<file path="src/rtl/dtf_pkg.sv">
package dtf_pkg;
   // ==================================================
   // Register offsets on the 4-bit port address
   localparam logic [3:0] OFS_ERROR_FLAGS = 4'h1;
   localparam logic [3:0] OFS_PRECOMP_START_CYLINDER = 4'h1;
   localparam logic [3:0] OFS_SECTOR_TOTAL = 4'h2;
   localparam logic [3:0] OFS_TARGET_SECTOR = 4'h3;
   localparam logic [3:0] OFS_TRACK_INDEX_LOW = 4'h4;
   localparam logic [3:0] OFS_TRACK_INDEX_HIGH = 4'h5;
   localparam logic [3:0] OFS_FORMAT_DRIVE_HEAD_SELECT = 4'h6;
   localparam logic [3:0] OFS_CONTROLLER_CONDITION = 4'h7;
   localparam logic [3:0] OFS_COMMAND = 4'h7;

   // ==================================================
   // Reset values
   localparam logic [7:0] RST_REG = 8'h00;
   localparam logic [7:0] RST_SDH = 8'h20;

   // ==================================================
   // Error flag bit positions
   localparam int ERR_NO_DATA_MARK = 0;
   localparam int ERR_TRACK_ZERO = 1;
   localparam int ERR_ABORTED = 2;
   localparam int ERR_ID_NOT_FOUND = 4;
   localparam int ERR_UNCORRECTABLE = 6;
   localparam int ERR_BAD_BLOCK = 7;

   // ==================================================
   // Size/drive/head, cylinder and command field positions
   localparam int SDH_ECC = 7;
   localparam int SDH_SIZE_HI = 6;
   localparam int SDH_SIZE_LO = 5;
   localparam int SDH_DRV_HI = 4;
   localparam int SDH_DRV_LO = 3;
   localparam logic [1:0] SDH_FLOPPY = 2'h3;
   localparam int CYL_TPI_BIT = 8;
   localparam int CMD_MULTI_BIT = 2;

   // ==================================================
   // Counts and times
   localparam logic [4:0] MARK_WINDOW_BYTES = 5'h10;
   localparam logic [10:0] RESTORE_MAX_STEPS = 11'h400;
   localparam logic [4:0] ECC_MAX_BURST = 5'h05;
   localparam int PRECOMP_SHIFT_NS = 12;
   localparam int MCLK_PERIOD_NS = 100;
   // Shift is far below one clock; rounded up to one cycle, used nowhere else
   localparam int PRECOMP_SHIFT_CYC = (PRECOMP_SHIFT_NS < MCLK_PERIOD_NS) ? 1 :
                                      PRECOMP_SHIFT_NS / MCLK_PERIOD_NS;

   // ==================================================
   // Types
   typedef enum logic [3:0] {
      S_DIAG, S_IDLE, S_CHECK, S_RESTORE, S_SEEK, S_FIND, S_MARK, S_DATA, S_END
   } dtf_state_t;

   typedef enum logic [2:0] {
      C_NONE, C_RESTORE, C_SEEK, C_TEST, C_READ, C_WRITE, C_FORMAT
   } dtf_cmd_t;

   typedef struct packed {
      logic ready;
      logic wfault;
      logic wprot;
      logic seek_done_lvl;
      logic track0;
      logic step_ready;
      logic seek_end;
      logic id_found;
      logic id_bad_block;
      logic id_retry_out;
      logic disk_byte;
      logic mark_seen;
      logic sector_end;
      logic [15:0] crc_calc;
      logic [15:0] crc_stored;
      logic burst_found;
      logic [4:0] burst_len;
      logic diag_done;
      logic [2:0] diag_code;
   } dtf_drive_in_t;

   typedef struct packed {
      logic step;
      logic seek_start;
      logic ecc_fix;
      logic drq;
      logic floppy;
      logic [1:0] drive;
      logic [2:0] head;
      logic [9:0] cyl;
      logic ecc_mode;
      logic [10:0] sector_bytes;
      logic tpi_double;
      logic precomp_en;
      logic low_write_drive_level;
   } dtf_drive_out_t;

   typedef struct packed {
      dtf_state_t st;
      dtf_cmd_t kind;
      logic [7:0] cmd;
      logic [7:0] err;
      logic [7:0] precomp;
      logic [7:0] scnt;
      logic [7:0] snum;
      logic [7:0] cyl_lo;
      logic [7:0] cyl_hi;
      logic [7:0] sdh;
      logic err_bit;
      logic ecc_fixed;
      logic irq;
      logic [10:0] steps;
      logic [4:0] bytes;
      logic [7:0] rdata;
      dtf_drive_out_t drv;
   } dtf_regs_t;
endpackage

</file>
<file path="src/rtl/dtf_regs.sv">
// Functional notes
// RL1: Diagnostic result code 0..5 into error flags
// RL2: Host trusts error flags only when error bit
// RL3: Active-high command error flags at fixed bits
// RL4: No data mark within 16 bytes flags error
// RL5: Restore steps; no track zero by 1024
// RL6: Not ready or write fault aborts command
// RL7: Seek complete needed except seek; floppy forced
// RL8: Header missing after retries flags ID error
// RL9: CRC mismatch flags uncorrectable data
// RL10: ECC fixes bursts up to five bits
// RL11: Bad block marker flags bad block error
// RL12: Precomp register times four starts precomp
// RL13: Fixed twelve ns shift, floppy unaffected
// RL14: Sector count sizes transfer, decrements per sector
// RL15: Sector number targets and reports failing sector
// RL16: Ten-bit cylinder from low and high registers
// RL17: Floppy with cylinder bit 8 double-steps
// RL18: Size/drive/head bit 7 selects ECC
// RL19: Bits 6:5 decode sector size
// RL20: Bits 4:3 select hard drive or floppy
// RL21: Host ignores status while busy
// RL22: Status read clears pending interrupt
// RL23: Error bit set on failure, cleared on issue
`timescale 1ns/1ps
module dtf_regs (
   // Clock and reset
   input wire logic mclk,
   input wire logic rst_n,
   // Host port
   input wire logic [3:0] io_addr,
   input wire logic io_rd,
   input wire logic io_wr,
   input wire logic [7:0] io_wdata,
   output logic [7:0] io_rdata,
   output logic irq,
   // Drive side
   input wire dtf_pkg::dtf_drive_in_t drv_in,
   output dtf_pkg::dtf_drive_out_t drv_out
);
   import dtf_pkg::*;

   dtf_regs_t r_ff;
   dtf_regs_t nxt_r;

   // ==================================================
   // Decoders
   function automatic dtf_cmd_t cmd_kind(input logic [7:0] c);
      unique casez (c)
         8'b0001_????: cmd_kind = C_RESTORE;
         8'b0111_????: cmd_kind = C_SEEK;
         8'h90: cmd_kind = C_TEST;
         8'b0010_???0: cmd_kind = C_READ;
         8'b0011_0??0: cmd_kind = C_WRITE;
         8'h50: cmd_kind = C_FORMAT;
         default: cmd_kind = C_NONE;
      endcase
   endfunction

   function automatic logic is_floppy(input logic [7:0] sdh);
      is_floppy = (sdh[SDH_DRV_HI:SDH_DRV_LO] == SDH_FLOPPY);
   endfunction

   function automatic logic [10:0] size_bytes(input logic [1:0] code);
      unique case (code)
         2'h0: size_bytes = 11'h100;
         2'h1: size_bytes = 11'h200;
         2'h2: size_bytes = 11'h400;
         2'h3: size_bytes = 11'h080;
      endcase
   endfunction

   // ==================================================
   // Effective drive status
   logic busy;
   logic flp;
   logic rdy_eff;
   logic wf_eff;
   logic sc_eff;
   logic [7:0] status;
   logic [9:0] cyl10;
   dtf_cmd_t kind_now;

   always_comb
   begin
      busy = (r_ff.st != S_IDLE);
      flp = is_floppy(r_ff.sdh);
      rdy_eff = flp | drv_in.ready;
      // Write-protected floppy counts as write fault
      wf_eff = flp ? drv_in.wprot : drv_in.wfault; // [RL6]
      sc_eff = flp | drv_in.seek_done_lvl; // [RL7]
      status = {busy, rdy_eff, wf_eff, sc_eff, r_ff.drv.drq, r_ff.ecc_fixed, 1'b0,
                r_ff.err_bit};
      cyl10 = {r_ff.cyl_hi[1:0], r_ff.cyl_lo}; // [RL16]
      kind_now = cmd_kind(io_wdata);
   end

   // ==================================================
   // Next state
   always_comb
   begin
      nxt_r = r_ff;
      nxt_r.drv.step = 1'b0;
      nxt_r.drv.seek_start = 1'b0;
      nxt_r.drv.ecc_fix = 1'b0;
      nxt_r.rdata = 8'h00;

      // Host reads
      if (io_rd)
      begin
         unique case (io_addr)
            OFS_ERROR_FLAGS: nxt_r.rdata = r_ff.err;
            OFS_SECTOR_TOTAL: nxt_r.rdata = r_ff.scnt;
            OFS_TARGET_SECTOR: nxt_r.rdata = r_ff.snum; // [RL15]
            OFS_TRACK_INDEX_LOW: nxt_r.rdata = r_ff.cyl_lo;
            OFS_TRACK_INDEX_HIGH: nxt_r.rdata = r_ff.cyl_hi;
            OFS_FORMAT_DRIVE_HEAD_SELECT: nxt_r.rdata = r_ff.sdh;
            OFS_CONTROLLER_CONDITION: nxt_r.rdata = status;
            default: nxt_r.rdata = 8'h00;
         endcase
         if (io_addr == OFS_CONTROLLER_CONDITION)
            nxt_r.irq = 1'b0; // [RL22]
      end

      // Host writes are taken only while idle
      if (io_wr && !busy)
      begin
         unique case (io_addr)
            OFS_PRECOMP_START_CYLINDER: nxt_r.precomp = io_wdata;
            OFS_SECTOR_TOTAL: nxt_r.scnt = io_wdata;
            OFS_TARGET_SECTOR: nxt_r.snum = io_wdata;
            OFS_TRACK_INDEX_LOW: nxt_r.cyl_lo = io_wdata;
            OFS_TRACK_INDEX_HIGH: nxt_r.cyl_hi = io_wdata;
            OFS_FORMAT_DRIVE_HEAD_SELECT: nxt_r.sdh = io_wdata;
            OFS_COMMAND:
            begin
               nxt_r.cmd = io_wdata;
               nxt_r.kind = kind_now;
               nxt_r.err = RST_REG;
               nxt_r.err_bit = 1'b0; // [RL23]
               nxt_r.ecc_fixed = 1'b0;
               nxt_r.irq = 1'b0;
               nxt_r.st = S_CHECK;
            end
            default: ;
         endcase
      end

      unique case (r_ff.st)
         S_DIAG:
            if (drv_in.diag_done)
            begin
               nxt_r.err = {5'h00, drv_in.diag_code}; // [RL1]
               nxt_r.st = S_IDLE;
            end
         S_IDLE: ;
         S_CHECK:
            if (r_ff.kind == C_TEST)
               nxt_r.st = S_DIAG;
            else if (r_ff.kind == C_NONE || !rdy_eff ||
                     (wf_eff && (r_ff.kind != C_READ || !flp)) ||
                     (!sc_eff && r_ff.kind != C_SEEK))
            begin
               nxt_r.err[ERR_ABORTED] = 1'b1; // [RL6] [RL7]
               nxt_r.st = S_END;
            end
            else
            begin
               nxt_r.steps = 11'h000;
               unique case (r_ff.kind)
                  C_RESTORE: nxt_r.st = S_RESTORE;
                  C_SEEK:
                  begin
                     nxt_r.drv.seek_start = 1'b1;
                     nxt_r.st = S_SEEK;
                  end
                  C_FORMAT: nxt_r.st = S_DATA; // [RL14]
                  default: nxt_r.st = S_FIND;
               endcase
            end
         S_RESTORE:
            if (drv_in.track0)
               nxt_r.st = S_END;
            else if (r_ff.steps == RESTORE_MAX_STEPS)
            begin
               nxt_r.err[ERR_TRACK_ZERO] = 1'b1; // [RL5]
               nxt_r.st = S_END;
            end
            else if (drv_in.step_ready && !r_ff.drv.step)
            begin
               nxt_r.drv.step = 1'b1; // [RL5]
               nxt_r.steps = r_ff.steps + 11'h001;
            end
         S_SEEK:
            if (drv_in.seek_end)
               nxt_r.st = S_END;
         S_FIND:
            if (drv_in.id_found && drv_in.id_bad_block)
            begin
               nxt_r.err[ERR_BAD_BLOCK] = 1'b1; // [RL11]
               nxt_r.st = S_END;
            end
            else if (drv_in.id_found)
            begin
               nxt_r.bytes = 5'h00;
               nxt_r.st = S_MARK;
            end
            else if (drv_in.id_retry_out)
            begin
               nxt_r.err[ERR_ID_NOT_FOUND] = 1'b1; // [RL8]
               nxt_r.st = S_END;
            end
         S_MARK:
            if (drv_in.mark_seen)
               nxt_r.st = S_DATA;
            else if (drv_in.disk_byte)
            begin
               nxt_r.bytes = r_ff.bytes + 5'h01;
               if (r_ff.bytes + 5'h01 == MARK_WINDOW_BYTES)
               begin
                  nxt_r.err[ERR_NO_DATA_MARK] = 1'b1; // [RL4]
                  nxt_r.st = S_END;
               end
            end
         S_DATA:
            if (drv_in.sector_end)
            begin
               if (!r_ff.drv.ecc_mode && drv_in.crc_calc != drv_in.crc_stored)
               begin
                  nxt_r.err[ERR_UNCORRECTABLE] = 1'b1; // [RL9]
                  nxt_r.st = S_END;
               end
               else if (r_ff.drv.ecc_mode && drv_in.burst_found &&
                        drv_in.burst_len > ECC_MAX_BURST)
               begin
                  nxt_r.err[ERR_UNCORRECTABLE] = 1'b1; // [RL10]
                  nxt_r.st = S_END;
               end
               else
               begin
                  if (r_ff.drv.ecc_mode && drv_in.burst_found)
                  begin
                     nxt_r.ecc_fixed = 1'b1; // [RL10]
                     nxt_r.drv.ecc_fix = 1'b1;
                  end
                  nxt_r.scnt = r_ff.scnt - 8'h01; // [RL14]
                  if (r_ff.scnt > 8'h01 &&
                      (r_ff.kind == C_FORMAT || r_ff.cmd[CMD_MULTI_BIT]))
                  begin
                     nxt_r.snum = r_ff.snum + 8'h01; // [RL15]
                     nxt_r.st = (r_ff.kind == C_FORMAT) ? S_DATA : S_FIND;
                  end
                  else
                     nxt_r.st = S_END;
               end
            end
         S_END:
         begin
            nxt_r.err_bit = |r_ff.err; // [RL23] [RL3]
            nxt_r.irq = 1'b1;
            nxt_r.st = S_IDLE;
         end
      endcase

      // Drive-side decode of the selector and cylinder
      nxt_r.drv.drq = (nxt_r.st == S_DATA);
      nxt_r.drv.floppy = is_floppy(nxt_r.sdh); // [RL20]
      nxt_r.drv.drive = nxt_r.drv.floppy ? nxt_r.sdh[2:1] : nxt_r.sdh[SDH_DRV_HI:SDH_DRV_LO];
      nxt_r.drv.head = nxt_r.drv.floppy ? {2'h0, nxt_r.sdh[0]} : nxt_r.sdh[2:0]; // [RL20]
      nxt_r.drv.cyl = {nxt_r.cyl_hi[1:0], nxt_r.cyl_lo}; // [RL16]
      nxt_r.drv.ecc_mode = nxt_r.sdh[SDH_ECC]; // [RL18]
      nxt_r.drv.sector_bytes = size_bytes(nxt_r.sdh[SDH_SIZE_HI:SDH_SIZE_LO]); // [RL19]
      nxt_r.drv.tpi_double = nxt_r.drv.floppy & nxt_r.cyl_hi[CYL_TPI_BIT - 8]; // [RL17]
      // Floppy precomp never follows this register
      nxt_r.drv.precomp_en = !nxt_r.drv.floppy &&
                             ({nxt_r.cyl_hi[1:0], nxt_r.cyl_lo} >=
                              {nxt_r.precomp, 2'b00}); // [RL12] [RL13]
      nxt_r.drv.low_write_drive_level = nxt_r.drv.precomp_en; // [RL12]
   end

   // ==================================================
   // State register
   always_ff @(posedge mclk)
   begin
      if (!rst_n)
      begin
         r_ff <= '0;
         r_ff.st <= S_DIAG;
         r_ff.kind <= C_NONE;
         r_ff.sdh <= RST_SDH;
         r_ff.drv.sector_bytes <= 11'h200;
         r_ff.drv.precomp_en <= 1'b1;
         r_ff.drv.low_write_drive_level <= 1'b1;
      end
      else
         r_ff <= nxt_r;
   end

   assign io_rdata = r_ff.rdata;
   assign irq = r_ff.irq;
   assign drv_out = r_ff.drv;
endmodule

</file>
<file path="config.mk">
export PLATFORM = sky130hd
export DESIGN_NAME = dtf_regs
export DESIGN_NICKNAME = d
export VERILOG_FILES = /design/src/rtl/dtf_pkg.sv /design/src/rtl/dtf_regs.sv
export SDC_FILE = /design/constraint.sdc
export NUM_CORES = 1
export LEC_CHECK = 0
export BUFFER_PORTS_ARGS = -buffer_cell sky130_fd_sc_hd__clkbuf_2
export CAP_MARGIN = 0
export CORE_MARGIN = 3
export CORE_UTILIZATION = 30
export CTS_BUF_LIST = sky130_fd_sc_hd__clkbuf_2
export DETAILED_ROUTE_END_ITERATION = 7
export GPL_TIMING_DRIVEN = 1
export REMOVE_ABC_BUFFERS = 1
export SLEW_MARGIN = 20
export SYNTH_ARGS = -nofsm -noshare
export SYNTH_HDL_FRONTEND = slang
export SYNTH_SLANG_ARGS = --single-unit
</file>
<file path="constraint.sdc">
create_clock -name mclk -period 3 [get_ports mclk]
set_input_delay 0.3 -clock mclk [delete_from_list [all_inputs] [get_ports mclk]]
set_output_delay 0.3 -clock mclk [all_outputs]
set_load 0.01 [all_outputs]
</file>
==> impl_metrics.tcl <==
set metrics [dict create \
    layout.nets 896 \
    yosysWarnings 0 \
    cpLargestDelayFamily "simple AND/OR/NAND/NOR gates" \
    routedLengthMet1_um 8160 \
    synthFlopType "dfxtp_1" \
    slew_headroom_pct 53.8 \
    cp.arrival_ps 3370 \
    cts_root_buffer "clkbuf_2" \
    h-tree-depth 3 \
    finalCritPeriodShare_pct 92.9 \
    synth_xor_area_share_pct 3.76 \
    crit_chain "nor4b_4, and4_1, mux2_2, ha_1, nor2b_1, a2111oi_0, a21oi_1, o2111ai_1, a21oi_1" \
    path_class "reg -> reg" \
    numCtsBuffers 9 \
    synth_seq_area_share_pct 35.0 \
    antenna_found_initial 1 \
    first_iter_violations 377 \
    drive_gt1_share_pct 21.0 \
    crit_slowest_cell "nor4b_4" \
    timing.fmax_ghz 0.359 \
    dieWidth_um 148 \
    hold_class "in -> reg" \
    maxCapViolCount 0 \
    met3WireLength_um 1130 \
    worst_pin_slew_ps 676 \
    die_y_um 148 \
    final.fill_count 2115 \
    syn_avg_cell_area_um2 8.29 \
    clock_latency_ps 660 \
    max_stage_delay_ps 410 \
    top_layer_used "met4" \
    end_kind "register" \
    synthCells 730 \
    synthAdderAreaFrac_pct 2.89 \
    maxSlewViolCount 0 \
    vias 5511 \
    routed_wl_um 17600 \
    rsz0062_at_grt "false" \
    worst-path-max-fanout 4 \
    path_buf_inv 0 \
    syn_to_final_growth_pct 14.1 \
    cts_sinks 106 \
    die_area_um2 21900 \
    io_pins 115 \
    initial_core_util_pct 30.8 \
    gr-usage-all-layers_pct 15.8 \
    total_power_w 0.00259 \
    status "finished clean" \
    num_rows 51 \
    wl_met2_um 7950 \
    via_per_inst 5.09 \
    wl_per_cell_um 16.3 \
    io_buffers 106 \
    drc 0 \
    fin_skew_ps 42.5 \
    ys_seq_elements 106 \
    leakage_nw 2.80 \
    cpMostUsedCell "a21oi_1" \
    netlist_area_um2 6050 \
    grt_max_degree 39 \
    synth-compound-area-share_pct 17.7 \
    worst_setup_path_start_kind "register" \
    cts_buffer_depth 2 \
    place_inst 1048 \
    synth-async-reset-ratio_pct 0 \
    core-area_um2 19700 \
    path_clk_slew_ps 330 \
    routabilityCongestion 0.873 \
    utilization_pct 35.2 \
    overflow 0 \
    vdd_ir_drop_max_mv 0.226 \
    most-common-layout-cells "clkbuf_2, dfxtp_1, nor2_1" \
    cts_tree "built" \
    required_ps 3590 \
    hold_violations 0 \
    grt_pass1_vias 5214 \
    tns_ps 0 \
    period_needed_ps 2790 \
    post-dp-hpwl_um 13100 \
    synth-simple-area-share_pct 24.2 \
    synth_top_family_by_area "simple AND/OR/NAND/NOR gates" \
    ant_nets 0 \
    power_density_nw_per_um2 375 \
    final_cells 1082 \
    yosysUniqueCellTypes 77 \
    grt_pass1_wl_um 27700 \
    layout_commonest_cell "clkbuf_2" \
    finalSetupViolations 0 \
    first_pass_iters 5 \
    synth_edf_count 0 \
    synthMuxAreaShare_pct 6.96 \
    cts_resized 0 \
]
-- final cells by class --
cell class	count	area [um^2]	area share, %
Multi-Input combinational cell	527	3390	49.0
Sequential cell	106	2120	30.7
Timing Repair Buffer	145	866	12.5
Tap cell	265	332	4.80
Inverter	22	82.6	1.20
Clock inverter	5	61.3	0.887
Clock buffer	11	55.1	0.797
Antenna cell	1	2.50	0.0362
-- cell families (layout without fill, tap and decap cells) --
logic type,count (synthesis),count (layout)
simple gates,283,283
compound gates,158,158
flops,106,106
buf+inv,103,183
mux,39,39
xor+xnor,26,26
fa+ha+maj,14,14
other cells,1,8
-- routing by layer --
| layer | up-vias | track usage [%] |
|---|---|---|
| met5 | - | 0 |
| met4 | 0 | 5.50 |
| met3 | 28 | 3.20 |
| met2 | 185 | 25.2 |
| met1 | 2574 | 21.4 |
| li1 | 2724 | - |
-- final timing paths --
check               from  slack, ps  depth (start not counted)    endpoint
max            r_ff[130]        210                          9  drv_out[0]
min          io_wdata[7]         40                          3   r_ff[101]
max reg2reg    r_ff[130]        210                          9  drv_out[0]
min reg2reg     r_ff[47]        510                          1    r_ff[47]
-- worst register-to-register path, delay by kind of cell, from the launching register on --
family | cells | cell delay (ps)
adders and majority gates | 1 | 300
AOI/OAI and AO/OA | 4 | 750
and+or+nand+nor | 3 | 930
muxes | 1 | 380
DFF | 1 | 400
-- state kept, by name, summed over array words and instances (netlist names) --
signal and flops:
cyl10 9, drv_out 16, io_rdata 8, irq 1, r_ff 72
-- cell usage after synthesis, types with 3 or more instances --
master / n / area, um^2
dfxtp_1: 106 / 2120
and2_1: 20 / 125
nor3b_1: 3 / 22.5
nor4b_1: 4 / 35.0
a21oi_1: 54 / 270
clkbuf_1: 27 / 101
ha_1: 14 / 175
nor2b_1: 12 / 75.1
and4_1: 4 / 35.0
or3_1: 7 / 43.8
o21a_1: 3 / 22.5
a22oi_1: 3 / 22.5
and3_1: 7 / 43.8
a31oi_1: 14 / 87.6
a221oi_1: 9 / 78.8
o211ai_1: 6 / 45.0
nand2b_1: 4 / 25.0
a32oi_1: 3 / 26.3
mux2_2: 14 / 158
xor2_1: 24 / 210
nand3b_1: 5 / 37.5
mux2i_1: 23 / 230
nor2_1: 100 / 375
buf_4: 45 / 338
nand4b_1: 3 / 26.3
buf_2: 8 / 40.0
nand4_1: 4 / 25.0
o21ai_0: 18 / 90.1
a211oi_1: 10 / 75.1
nand3_1: 23 / 115
nor4_1: 10 / 62.6
nand2_1: 47 / 176
nor3_1: 13 / 65.1
a22o_1: 3 / 26.3
inv_1: 22 / 82.6
o21ai_1: 3 / 15.0
a2111oi_0: 4 / 35.0
-- where the power goes --
group	switching, W	internal [W]	total, W
Sequential	0.0000187	0.00144	0.00146
Clock	0.000521	0.000207	0.000728
Combinational	0.000241	0.000166	0.000407
-- timing repair --
action | CTS | global route
hold buffers | 17 | 0
endpoints found under the setup margin | 0 | 0
buffers inserted | 0 | 0
endpoints found under the hold margin | 15 | 0
-- stage by stage --
| stage | setup WS (ps) | hold WS, ps | area [um^2] |
|---|---|---|---|
| floorplan | 85.2 | 362 | 5590 |
| global placement | 142 | 433 | 6620 |
| detailed placement | 207 | 445 | 6620 |
| CTS | 223 | 11.3 | 6910 |
| global route | 25.5 | 9.47 | 6910 |
| finish | 214 | 43.2 | 6910 |
No activity file was read; power rests on OpenSTA's default activity.
